File: src/spf_regs.vh
// register offsets, field positions, reset values and timing counts
`ifndef SPF_REGS_VH
`define SPF_REGS_VH

// ----------------------------------------
// register byte offsets
// ----------------------------------------
`define SPF_CTRL 8'h00
`define SPF_GPIO_OUT 8'h04
`define SPF_GPIO_OE 8'h08
`define SPF_GPIO_IN 8'h0C
`define SPF_OFF0_SEL 8'h10
`define SPF_OFF1_SEL 8'h14
`define SPF_LIM_HI 8'h18
`define SPF_LIM_LO 8'h1C
`define SPF_CONV 8'h20
`define SPF_RESULT 8'h24
`define SPF_DAC_PEND 8'h28
`define SPF_IRQ_STAT 8'h2C
`define SPF_IRQ_MASK 8'h30

// ----------------------------------------
// control fields
// ----------------------------------------
`define SPF_C_BUSY 0
`define SPF_C_LOAD 1
`define SPF_C_OFF0 2
`define SPF_C_OFF1 3
`define SPF_C_ALR0 4
`define SPF_C_ALR1 5
`define SPF_C_POL 6
`define SPF_C_TEMP 7

// ----------------------------------------
// interrupt bits
// ----------------------------------------
`define SPF_I_DONE 0
`define SPF_I_RANGE 1
`define SPF_I_LOAD 2
`define SPF_I_FRAME 3

// ----------------------------------------
// reset values
// ----------------------------------------
`define SPF_CTRL_RST 8'h00
`define SPF_LIM_HI_RST 10'h3FF
`define SPF_LIM_LO_RST 10'h000

// ----------------------------------------
// timing
// ----------------------------------------
`define SPF_CLK_MHZ 250
`define SPF_CONV_NS 950
`define SPF_CONV_TEMP_NS 5850
`define SPF_CONV_CYC (`SPF_CONV_NS * `SPF_CLK_MHZ / 1000)
`define SPF_CONV_TEMP_CYC (`SPF_CONV_TEMP_NS * `SPF_CLK_MHZ / 1000)

`endif

File: src/spf_top.v
// serial port, shared pin functions and conversion timing
//
// Operation
// - only bits clocked while chip select is low form a frame
// - input bits are captured on falling serial clock edges
// - read data is shifted out on rising serial clock edges
// - serial output is undriven except while shifting read data
// - busy pin is high from conversion start until it finishes
// - busy lasts at most 950 ns, or 5.85 us with temp sensor
// - load pin going high moves pending values into dac registers
// - each disable input turns off its selected dac outputs
// - alert pin active when result is above high or below low limit
// - a polarity bit sets the active level of both alert pins
// - twelve gpio pins, six with alternate functions when enabled
// - one of eight analog channels is muxed into the sampler
`include "spf_regs.vh"

module spf_top #(
   parameter NGPIO = 12,
   parameter NDAC = 4,
   parameter DW = 10
) (
   // clock and reset
   input wire mclk,
   input wire reset_n,
   // apb slave
   input wire psel,
   input wire penable,
   input wire pwrite,
   input wire [7:0] paddr,
   input wire [31:0] pwdata,
   output reg [31:0] prdata,
   output wire pready,
   output reg pslverr,
   // serial port pins
   input wire cs_n,
   input wire sclk,
   input wire din,
   output reg dout,
   output reg dout_oe,
   // gpio pins
   input wire [NGPIO-1:0] gpio_in,
   output reg [NGPIO-1:0] gpio_out,
   output reg [NGPIO-1:0] gpio_oe,
   // analog front end
   output reg [2:0] analog_mux_sel,
   output reg adc_sample,
   output reg temp_sensor_en,
   input wire [DW-1:0] adc_data,
   // dac side
   output reg [NDAC*DW-1:0] dac_codes,
   output reg [NDAC-1:0] dac_out_en,
   // interrupt
   output reg irq
);

   // ----------------------------------------
   // constants and state
   // ----------------------------------------
   localparam integer CONV_CYC_N = `SPF_CONV_CYC;
   localparam integer TEMP_CYC_N = `SPF_CONV_TEMP_CYC;
   localparam [10:0] CONV_CYC = CONV_CYC_N[10:0];
   localparam [10:0] TEMP_CYC = TEMP_CYC_N[10:0];
   localparam ST_IDLE = 1'b0;
   localparam ST_CONV = 1'b1;

   reg [7:0] ctrl;
   reg [NGPIO-1:0] gp_out;
   reg [NGPIO-1:0] gp_oe;
   reg [NDAC-1:0] off0_sel;
   reg [NDAC-1:0] off1_sel;
   reg [DW-1:0] lim_hi;
   reg [DW-1:0] lim_lo;
   reg [2:0] chan;
   reg [DW-1:0] result;
   reg range_flag;
   reg [DW-1:0] pend [0:NDAC-1];
   reg [3:0] stat;
   reg [3:0] mask;
   reg state;
   reg busy;
   reg [10:0] cnt;
   reg ev_done;
   reg ev_range;
   reg ev_load;
   reg ev_frame;

   // ----------------------------------------
   // pin synchronisers
   // ----------------------------------------
   wire [NGPIO+2:0] sync_q;
   wire [NGPIO-1:0] s_gpio;
   wire s_cs_n;
   wire s_sclk;
   wire s_din;

   // chip select and serial clock rest high: no false edge after reset
   spf_sync #(
      .W(NGPIO + 3),
      .INIT({2'b11, {(NGPIO + 1){1'b0}}})
   ) u_sync (
      .mclk(mclk),
      .reset_n(reset_n),
      .d({cs_n, sclk, din, gpio_in}),
      .q(sync_q)
   );

   assign s_cs_n = sync_q[NGPIO+2];
   assign s_sclk = sync_q[NGPIO+1];
   assign s_din = sync_q[NGPIO];
   assign s_gpio = sync_q[NGPIO-1:0];

   // ----------------------------------------
   // decode helpers
   // ----------------------------------------
   function mapped;
      input [7:0] a;
      begin
         mapped = (a <= `SPF_IRQ_MASK) && (a[1:0] == 2'b00);
      end
   endfunction

   function [31:0] rd_mux;
      input [7:0] a;
      begin
         rd_mux = 32'h00000000;
         if (a == `SPF_CTRL) begin
            rd_mux[7:0] = ctrl;
         end else if (a == `SPF_GPIO_OUT) begin
            rd_mux[NGPIO-1:0] = gp_out;
         end else if (a == `SPF_GPIO_OE) begin
            rd_mux[NGPIO-1:0] = gp_oe;
         end else if (a == `SPF_GPIO_IN) begin
            rd_mux[NGPIO-1:0] = s_gpio;
         end else if (a == `SPF_OFF0_SEL) begin
            rd_mux[NDAC-1:0] = off0_sel;
         end else if (a == `SPF_OFF1_SEL) begin
            rd_mux[NDAC-1:0] = off1_sel;
         end else if (a == `SPF_LIM_HI) begin
            rd_mux[DW-1:0] = lim_hi;
         end else if (a == `SPF_LIM_LO) begin
            rd_mux[DW-1:0] = lim_lo;
         end else if (a == `SPF_CONV) begin
            rd_mux[2:0] = chan;
            rd_mux[8] = busy;
         end else if (a == `SPF_RESULT) begin
            rd_mux[DW-1:0] = result;
            rd_mux[16] = range_flag;
         end else if (a == `SPF_IRQ_STAT) begin
            rd_mux[3:0] = stat;
         end else if (a == `SPF_IRQ_MASK) begin
            rd_mux[3:0] = mask;
         end
      end
   endfunction

   // ----------------------------------------
   // serial port
   // ----------------------------------------
   reg sclk_d;
   reg cs_d;
   reg [5:0] bcnt;
   reg [31:0] sh_in;
   reg [31:0] sh_out;
   reg reading;
   reg spi_wr;
   reg [7:0] spi_addr;
   reg [31:0] spi_wdata;
   wire sclk_fall = sclk_d & ~s_sclk;
   wire sclk_rise = ~sclk_d & s_sclk;
   wire [7:0] cmd = {sh_in[6:0], s_din};

   always @(posedge mclk) begin
      if (!reset_n) begin
         sclk_d <= 1'b1;
         cs_d <= 1'b1;
         bcnt <= 6'h00;
         sh_in <= 32'h00000000;
         sh_out <= 32'h00000000;
         reading <= 1'b0;
         spi_wr <= 1'b0;
         spi_addr <= 8'h00;
         spi_wdata <= 32'h00000000;
         dout <= 1'b0;
         dout_oe <= 1'b0;
         ev_frame <= 1'b0;
      end else begin
         sclk_d <= s_sclk;
         cs_d <= s_cs_n;
         spi_wr <= 1'b0;
         ev_frame <= s_cs_n & ~cs_d & (bcnt != 6'h00);
         if (s_cs_n) begin
            // no frame: drop partial words, release the line
            bcnt <= 6'h00;
            reading <= 1'b0;
            dout_oe <= 1'b0;
         end else begin
            if (sclk_fall) begin
               sh_in <= {sh_in[30:0], s_din};
               if (bcnt != 6'h28) begin
                  bcnt <= bcnt + 6'h01;
               end
               if (bcnt == 6'h07) begin
                  spi_addr <= {cmd[5:0], 2'b00};
                  if (cmd[7]) begin
                     sh_out <= rd_mux({cmd[5:0], 2'b00});
                     reading <= 1'b1;
                  end
               end
               if (bcnt == 6'h27 && !reading) begin
                  spi_wdata <= {sh_in[30:0], s_din};
                  spi_wr <= 1'b1;
               end
            end
            if (sclk_rise && reading) begin
               dout <= sh_out[31];
               sh_out <= {sh_out[30:0], 1'b0};
               dout_oe <= 1'b1;
            end
         end
      end
   end

   // ----------------------------------------
   // apb slave and register writes
   // ----------------------------------------
   // apb wins a same-cycle collision; the serial write is dropped
   wire apb_wr = psel & penable & pwrite;
   wire wr_en = apb_wr | spi_wr;
   wire [7:0] wa = apb_wr ? paddr : spi_addr;
   wire [31:0] wd = apb_wr ? pwdata : spi_wdata;
   wire start = wr_en && (wa == `SPF_CONV) && !busy;
   integer i;
   integer j;

   assign pready = psel & penable;

   always @(posedge mclk) begin
      if (!reset_n) begin
         prdata <= 32'h00000000;
         pslverr <= 1'b0;
      end else if (psel && !penable) begin
         prdata <= rd_mux(paddr);
         pslverr <= ~mapped(paddr);
      end
   end

   always @(posedge mclk) begin
      if (!reset_n) begin
         ctrl <= `SPF_CTRL_RST;
         gp_out <= {NGPIO{1'b0}};
         gp_oe <= {NGPIO{1'b0}};
         off0_sel <= {NDAC{1'b0}};
         off1_sel <= {NDAC{1'b0}};
         lim_hi <= `SPF_LIM_HI_RST;
         lim_lo <= `SPF_LIM_LO_RST;
         chan <= 3'h0;
         mask <= 4'h0;
         for (i = 0; i < NDAC; i = i + 1) begin
            pend[i] <= {DW{1'b0}};
         end
      end else if (wr_en) begin
         if (wa == `SPF_CTRL) begin
            ctrl <= wd[7:0];
         end else if (wa == `SPF_GPIO_OUT) begin
            gp_out <= wd[NGPIO-1:0];
         end else if (wa == `SPF_GPIO_OE) begin
            gp_oe <= wd[NGPIO-1:0];
         end else if (wa == `SPF_OFF0_SEL) begin
            off0_sel <= wd[NDAC-1:0];
         end else if (wa == `SPF_OFF1_SEL) begin
            off1_sel <= wd[NDAC-1:0];
         end else if (wa == `SPF_LIM_HI) begin
            lim_hi <= wd[DW-1:0];
         end else if (wa == `SPF_LIM_LO) begin
            lim_lo <= wd[DW-1:0];
         end else if (wa == `SPF_CONV && !busy) begin
            chan <= wd[2:0];
         end else if (wa == `SPF_DAC_PEND) begin
            pend[wd[11:10]] <= wd[DW-1:0];
         end else if (wa == `SPF_IRQ_MASK) begin
            mask <= wd[3:0];
         end
      end
   end

   // ----------------------------------------
   // conversion sequencer
   // ----------------------------------------
   wire out_of_range = (adc_data > lim_hi) || (adc_data < lim_lo);

   always @(posedge mclk) begin
      if (!reset_n) begin
         state <= ST_IDLE;
         busy <= 1'b0;
         cnt <= 11'h000;
         adc_sample <= 1'b0;
         analog_mux_sel <= 3'h0;
         result <= {DW{1'b0}};
         range_flag <= 1'b0;
         ev_done <= 1'b0;
         ev_range <= 1'b0;
         temp_sensor_en <= 1'b0;
      end else begin
         adc_sample <= 1'b0;
         ev_done <= 1'b0;
         ev_range <= 1'b0;
         temp_sensor_en <= ctrl[`SPF_C_TEMP];
         case (state)
            ST_IDLE: begin
               if (start) begin
                  state <= ST_CONV;
                  busy <= 1'b1;
                  analog_mux_sel <= wd[2:0];
                  adc_sample <= 1'b1;
                  // whole cycles, rounded down to stay inside the limit
                  if (ctrl[`SPF_C_TEMP]) begin
                     cnt <= TEMP_CYC - 11'h001;
                  end else begin
                     cnt <= CONV_CYC - 11'h001;
                  end
               end
            end
            ST_CONV: begin
               if (cnt == 11'h000) begin
                  state <= ST_IDLE;
                  busy <= 1'b0;
                  result <= adc_data;
                  range_flag <= out_of_range;
                  ev_done <= 1'b1;
                  ev_range <= out_of_range;
               end else begin
                  cnt <= cnt - 11'h001;
               end
            end
            default: begin
               state <= ST_IDLE;
            end
         endcase
      end
   end

   // ----------------------------------------
   // shared pins
   // ----------------------------------------
   // polarity bit set means alert is active high
   wire alert_lvl = ctrl[`SPF_C_POL] ? range_flag : ~range_flag;

   always @(posedge mclk) begin
      if (!reset_n) begin
         gpio_out <= {NGPIO{1'b0}};
         gpio_oe <= {NGPIO{1'b0}};
      end else begin
         gpio_out <= gp_out;
         gpio_oe <= gp_oe;
         if (ctrl[`SPF_C_ALR0]) begin
            gpio_out[0] <= alert_lvl;
            gpio_oe[0] <= 1'b1;
         end
         if (ctrl[`SPF_C_ALR1]) begin
            gpio_out[1] <= alert_lvl;
            gpio_oe[1] <= 1'b1;
         end
         if (ctrl[`SPF_C_OFF0]) begin
            gpio_oe[2] <= 1'b0;
         end
         if (ctrl[`SPF_C_LOAD]) begin
            gpio_oe[3] <= 1'b0;
         end
         if (ctrl[`SPF_C_OFF1]) begin
            gpio_oe[4] <= 1'b0;
         end
         if (ctrl[`SPF_C_BUSY]) begin
            gpio_out[6] <= busy;
            gpio_oe[6] <= 1'b1;
         end
      end
   end

   // ----------------------------------------
   // dac load and disable
   // ----------------------------------------
   reg load_d;
   wire dac_load_strobe = s_gpio[3];
   wire dac_off_input_0 = s_gpio[2] & ctrl[`SPF_C_OFF0];
   wire dac_off_input_1 = s_gpio[4] & ctrl[`SPF_C_OFF1];
   wire load_go = dac_load_strobe & ~load_d & ctrl[`SPF_C_LOAD];

   always @(posedge mclk) begin
      if (!reset_n) begin
         load_d <= 1'b0;
         ev_load <= 1'b0;
         dac_out_en <= {NDAC{1'b0}};
         dac_codes <= {(NDAC * DW){1'b0}};
      end else begin
         load_d <= dac_load_strobe;
         ev_load <= load_go;
         dac_out_en <= ~(({NDAC{dac_off_input_0}} & off0_sel) |
                         ({NDAC{dac_off_input_1}} & off1_sel));
         if (load_go) begin
            for (j = 0; j < NDAC; j = j + 1) begin
               dac_codes[j*DW +: DW] <= pend[j];
            end
         end
      end
   end

   // ----------------------------------------
   // interrupts
   // ----------------------------------------
   // a new event beats a clear in the same cycle
   wire [3:0] events = {ev_frame, ev_load, ev_range, ev_done};
   wire [3:0] clr = (wr_en && wa == `SPF_IRQ_STAT) ? wd[3:0] : 4'h0;
   wire [3:0] next_stat = (stat & ~clr) | events;

   always @(posedge mclk) begin
      if (!reset_n) begin
         stat <= 4'h0;
         irq <= 1'b0;
      end else begin
         stat <= next_stat;
         irq <= |(next_stat & mask);
      end
   end

endmodule // spf_top

File: src/spf_sync.v
// two flip-flop synchroniser for pin inputs
module spf_sync #(
   parameter W = 1,
   parameter [W-1:0] INIT = {W{1'b0}}
) (
   // clock and reset
   input wire mclk,
   input wire reset_n,
   // data
   input wire [W-1:0] d,
   output reg [W-1:0] q
);

   reg [W-1:0] meta;

   always @(posedge mclk) begin
      if (!reset_n) begin
         meta <= INIT;
         q <= INIT;
      end else begin
         meta <= d;
         q <= meta;
      end
   end

endmodule // spf_sync

File: config.mk
export PLATFORM = sky130hd
export DESIGN_NAME = spf_top
export DESIGN_NICKNAME = d
export VERILOG_FILES = /design/src/spf_top.v /design/src/spf_sync.v
export VERILOG_INCLUDE_DIRS = /design/src
export SDC_FILE = /design/constraint.sdc
export NUM_CORES = 1
export LEC_CHECK = 0
export BUFFER_PORTS_ARGS = -buffer_cell sky130_fd_sc_hd__buf_2
export CAP_MARGIN = 20
export CELL_PAD_IN_SITES_DETAIL_PLACEMENT = 0
export CELL_PAD_IN_SITES_GLOBAL_PLACEMENT = 1
export CORE_MARGIN = 2
export CORE_UTILIZATION = 44
export CTS_CLUSTER_DIAMETER = 60
export CTS_CLUSTER_SIZE = 10
export DETAILED_ROUTE_END_ITERATION = 10
export PLACE_DENSITY_LB_ADDON = 0.1
export SYNTH_ARGS = -nofsm -noshare
export SYNTH_HDL_FRONTEND = slang
export SYNTH_SLANG_ARGS = --single-unit
File: constraint.sdc
create_clock -name mclk -period 2.9 [get_ports mclk]
set_clock_uncertainty 0.1 [all_clocks]
set_input_delay 0.58 -clock mclk [delete_from_list [all_inputs] [get_ports mclk]]
set_output_delay 0.58 -clock mclk [all_outputs]
set_load 0.1 [all_outputs]
# --- Yosys cells after proc, flatten, opt, wreduce, memory -nomap -nowiden ---
# Memories as Yosys holds them, arrays and structs flattened. A register that Yosys moved wholly into a read port is not among the register bits.
# Cells that the tools add are included.
classes:
  bitwise: 38
  shifts: 0
  magnitude_cmp: 3
  multipliers: 0
  muxes: 102
  div: 0
  add_sub_neg: 2
  reduce_logical: 55
  eq_ne: 38
ops:
  columns: ["cell", "count"]
  rows:
  - ["two-way mux 32 bit", 4]
  - ["two-way mux 10 bit", 7]
  - ["== test 8 x 5 -> 1 bit, second input constant", 8]
  - ["== test 8 x 6 -> 1 bit, second input constant", 8]
  - ["two-way mux 12 bit", 5]
  - ["two-way mux 4 bit", 13]
  - ["two-way mux 1 bit", 51]
  - ["two-way mux 6 bit", 6]
  - ["two-way mux 11 bit", 3]
  - ["== test 6 x 3 -> 1 bit, second input constant", 5]
  - ["== test 6 x 4 -> 1 bit, second input constant", 4]
  - ["== test 8 x 4 -> 1 bit, second input constant", 3]
  - ["two-way mux 8 bit", 3]
  - ["case mux 11 bit (2 select lines)", 1]
  - ["inverter 1 bit", 19]
  - ["AND reduction 2 bit", 9]
  - ["bitwise AND 4 bit", 4]
  - ["== test 8 x 3 -> 1 bit, second input constant", 2]
  - ["zero test 8 bit", 2]
  - ["AND reduction 3 bit", 5]
  - ["== test 6 x 2 -> 1 bit, second input constant", 2]
  - ["zero test 11 bit", 1]
  - ["AND reduction 11 bit", 1]
  - ["subtractor 11 x 1 -> 11 bit, second input constant", 1]
  - ["other kinds (34)", 71]
totals:
  mem_bits_ro: 0
  latch_bits: 0
  mem_count: 1
  out_inout_bits: 110
  ramBits: 40
  inputBits: 70
  reg_bits: 251
mem_list:
  columns: ["memory", "words", "width", "rd", "rd_ports_with_merged_regs", "wr", "line", "rtl"]
  rows:
  - ["pend", 4, 10, 4, 4, 4, "spf_top.v:77", "reg [DW-1:0] pend [0:NDAC-1];"]

# --- Longest topological paths before layout ---
logic_depth:
  ltp_word: 18
  ltp_mapped: 10
  mapped_depth_nobuf: 8

# --- By module ---
# From an unflattened synthesis, not the netlist that was laid out.
unflattened:
  cells_unflattened: 1691
  hier_area_um2: 14725.4
modules_own_cells:
  columns: ["mod", "seq_area_each_um2", "cells_per_inst", "n_inst", "area_each_um2"]
  rows:
  - ["spf_top", 6426.2, 1628, 1, 13922.1]
  - ["spf_sync", 600.6, 63, 1, 803.3]

# --- Worst setup path before layout ---
# No wires, ideal clock.
synth_path:
  path_type: "in2reg"
  from: "input port paddr[1]"
  to: "memory pend[0][0], enable pin"
  path_slack_ns: 0.150
  setup_ns: 0.340
  t_arrival_ns: 2.311
  path_stages: 7
  cell_sequence: "buf_2 -> nor4b_2 -> nand3_1 -> a21oi_1 -> o211ai_1 -> clkbuf_1 -> nand2_1"
synth_lines:
  columns: ["item", "line", "rtl"]
  rows:
  - ["from (decl)", "spf_top.v:30", "input wire [7:0] paddr,"]
  - ["to (decl)", "spf_top.v:77", null]

# --- Worst setup path after layout ---
layout_path:
  from: "register sh_in[0]"
  to: "register sh_out[2]"
layout_via:
  elab_chain_len: 17
  word_cells_on_any_way: 28
  cone_classes: "11 x eq/ne; 16 x mux; 1 x reduce/logical"
layout_rtl:
  columns: ["item", "line", "rtl"]
  rows:
  - ["from (decl)", "spf_top.v:163", "reg [31:0] sh_in;"]
  - ["from (signal assigned)", "spf_top.v:199", "sh_in <= {sh_in[30:0], s_din};"]
  - ["== test 6 x 4 -> 1 bit (no source line)", null, null]
  - ["two-way mux 4 bit", "spf_top.v:151", "end else if (a == `SPF_IRQ_MASK) begin"]
  - ["two-way mux 4 bit", "spf_top.v:149", "end else if (a == `SPF_IRQ_STAT) begin"]
  - ["two-way mux 4 bit", "spf_top.v:146", "end else if (a == `SPF_RESULT) begin"]
  - ["two-way mux 3 bit", "spf_top.v:143", "end else if (a == `SPF_CONV) begin"]
  - ["two-way mux 10 bit", "spf_top.v:141", "end else if (a == `SPF_LIM_LO) begin"]
  - ["two-way mux 10 bit", "spf_top.v:139", "end else if (a == `SPF_LIM_HI) begin"]
  - ["two-way mux 4 bit", "spf_top.v:137", "end else if (a == `SPF_OFF1_SEL) begin"]
  - ["two-way mux 4 bit", "spf_top.v:135", "end else if (a == `SPF_OFF0_SEL) begin"]
  - ["two-way mux 10 bit", "spf_top.v:133", "end else if (a == `SPF_GPIO_IN) begin"]
  - ["two-way mux 12 bit", "spf_top.v:131", "end else if (a == `SPF_GPIO_OE) begin"]
  - ["two-way mux 12 bit", "spf_top.v:129", "end else if (a == `SPF_GPIO_OUT) begin"]
  - ["two-way mux 8 bit (*)", "spf_top.v:127", "if (a == `SPF_CTRL) begin"]
  - ["two-way mux 32 bit (*)", "spf_top.v:205", "if (cmd[7]) begin"]
  - ["two-way mux 32 bit (*)", "spf_top.v:203", "if (bcnt == 6'h07) begin"]
  - ["two-way mux 32 bit (*)", "spf_top.v:198", "if (sclk_fall) begin"]
  - ["two-way mux 32 bit (*)", "spf_top.v:215", "if (sclk_rise && reading) begin"]
  - ["to (signal assigned)", "spf_top.v:206", "sh_out <= rd_mux({cmd[5:0], 2'b00});"]
  - ["to (signal assigned)", "spf_top.v:217", "sh_out <= {sh_out[30:0], 1'b0};"]
  - ["to (decl)", "spf_top.v:164", "reg [31:0] sh_out;"]
# Every way passes the cells marked *; elsewhere a longest branch is shown, timed or not. The select of a mux whose other input is x is not followed.
# A chain may end at the register's enable or synchronous reset.

==> flow_summary.yaml <==
place:
  gp_congestion: 0.949
  hpwlAfterDp_um: 37100
  numPortBuffers: 140
cts:
  cts_hold_buf: 0
  cts.sinks: 331
  h-tree-depth: 2
  numCtsBuffers: 41
  insertion_delay_ns: 0.55
  cts_tree: "built"
  post_cts_resized: 0
  clk_path_buf_depth: 3
  cts_root_buffer: "clkbuf_16"
  path_clk_slew_ns: 0.06
  cts_setup_buffers: 0
logic_synthesis:
  seq_area_frac_synth_pct: 48.6
  dominantRegCellSynth: "dfxtp_1"
  yosysMostFrequentCell: "dfxtp_1"
  synth_area_leader_cell: "dfxtp_1"
  syn_area_per_cell_um2: 8.74
  ys_warn_count: 0
  synth.distinct_cells: 82
  synth_edf_count: 40
  synth_cells: 1656
  ys_ff_latch: 331
  synth.cell_area_um2: 14500
  ys_top_cells_by_count: "291 x dfxtp_1, 238 x nor2_1, 225 x nand2_1"
  synthArstFlopShare_pct: 0
  yosys.area.top_type_share_pct: 40.3
  synthTopCellsByArea: "dfxtp_1 40%, edfxtp_1 8.3%, nor2_1 6.2%, nand2_1 5.8%, mux2i_1 5.0%"
run_status:
  status: "complete, no violations"
sta:
  final-max-slew-violation-count: 0
  max_slew_margin_pct: 40.3
  fmaxAchievable_mhz: 387
  holdWs_ns: 0.106
  final-hold-violation-count: 0
  period_needed_ns: 2.59
  final.setup.tns_ns: 0
  period_share_pct: 89.1
  rsz0062_at_grt: "false"
  worst_pin_slew_ns: 0.895
  finalSetupViolations: 0
die:
  die_width_um: 185
  ios: 180
  rows: 66
  die-area_um2: 34400
  die-height_um: 185
  core_area_um2: 32500
  start_util_pct: 44.6
grt:
  globalRouteTotalUtil_pct: 29.3
  overflow: 0
  grt_max_degree: 60
  grt_pass1_wl_um: 74600
  grt_pass1_vias: 11874
  antenna_found_initial: 0
route:
  drc: 0
  vias_per_cell: 5.59
  drt.antenna.violating_nets: 0
  drtPass1Iterations: 6
  vias: 12701
  drtIter0Drc: 1399
  totalWireLength_um: 50600
  post_drt_wl_per_cell_um: 22.2
layout:
  drive_above_1_share_pct: 16.8
  fin_nets: 1905
  fillers: 3149
  area_growth_pct: 18.3
power_and_ir_drop:
  powerDensity_nw_per_um2: 589
  p_leak_nw: 6.96
  peakVddDrop_v: 0.000564
hold_path:
  hold_path.class: "in -> reg"
worst_setup_path:
  required_ns: 3.30
  r2r_setup_slack_ns: 0.31
  crit_path_end_kind: "register"
  startpoint_type: "register"
  crit_type: "reg -> reg"
  crit_fanout: 13
  cp.arrival_ns: 2.98
job:
  max-cap-violations: 0
registers in the layout, summed over array words and instances (netlist names), 8 cells and up:
signal       flops
cnt             11
ctrl             8
dac_codes       40
gp_oe           12
gp_out          12
gpio_oe         12
gpio_out        12
lim_hi          10
lim_lo          10
pend            40
prdata          13
result          10
sh_in           11
sh_out          32
spi_wdata       12
u_sync.meta     15
u_sync.q        15
final timing paths:
path	start	end	cells past startpoint
setup reg to reg	sh_in[0]$_SDFFE_PN0P_	sh_out[2]$_SDFFE_PN0P_	7
setup / recovery	sh_in[0]$_SDFFE_PN0P_	sh_out[2]$_SDFFE_PN0P_	7
hold / removal	cs_n	u_sync.meta[14]$_SDFF_PN1_	2
hold reg to reg	u_sync.meta[13]$_SDFF_PN1_	u_sync.q[13]$_SDFF_PN1_	1
cells in the final DEF (no fill, tap or decap), types with 11 or more instances in the layout:
master,instances
dfxtp_1,291
a21oi_1,110
a22oi_1,29
mux2i_1,72
buf_2,139
edfxtp_1,40
ha_1,22
a211oi_1,38
nand3_1,40
o22ai_1,14
clkbuf_16,41
nand2b_1,14
conb_1,19
o211ai_1,17
o21ai_0,68
buf_4,82
nor3_1,29
nor2_1,237
clkbuf_1,11
a221oi_1,13
nor3b_1,12
and2_1,47
inv_1,36
nand2_1,225
a22o_1,13
a31oi_1,13
logic make-up after synthesis:
kind of cell               count (synthesis)  synth area share [%]
and+or+nand+nor                          668                  21.1
AOI/OAI and AO/OA                        381                  17.4
DFF                                      331                  48.6
buffers and inverters                    168                  5.17
muxes                                     77                  5.39
adders and majority gates                 22                  1.90
xor gates and xnor gates                   8                 0.484
other                                      1                0.0259
final cells by class:
type,instances,area (um2),area share (%)
clock inverter,7,115,0.672
timing repair buffer,226,1410,8.24
inverter,38,148,0.862
multi-input combinational,1175,6780,39.6
tap,442,553,3.23
sequential,331,7030,41.0
clock buffer,54,1090,6.39
antenna,1,2.50,0.0146
critical path, cell delays in order, from the launching register on:
cell and delay [ns]:
dfxtp_1 0.50, buf_4 0.27, nor3b_1 0.59, nand2_1 0.11
a221oi_1 0.31, a221oi_1 0.15, a21oi_1 0.26, o221a_2 0.21
metal layers:
layer,wire [um],track usage [%]
met4,1620,10.0
met5,0,0
met2,22400,45.4
met3,3930,5.52
met1,22600,40.8
stage by stage:
stage / total power, mW / cell area, um2 / util [%] / setup WS [ns] / std cells
final: 10.1 / 17100 / 52.8 / 0.315 / 2274
after global routing: 10.4 / 17100 / 52.8 / 0.146 / 2273
after CTS: 10.2 / 17100 / 52.8 / 0.346 / 2273
after detailed placement: 5.43 / 15900 / 49.0 / 0.0523 / 2212
after global placement: 5.43 / 15900 / 49.0 / 0.0785 / 2212
after floorplan: 5.25 / 14500 / - / 0.150 / 1674
power breakdown:
part	switching (mW)	leakage [nW]	internal [mW]
combinational	0.483	3.60	0.141
clock	1.93	0.588	2.82
sequential	0.0284	2.77	4.69
(Power assumes the default switching activity.)
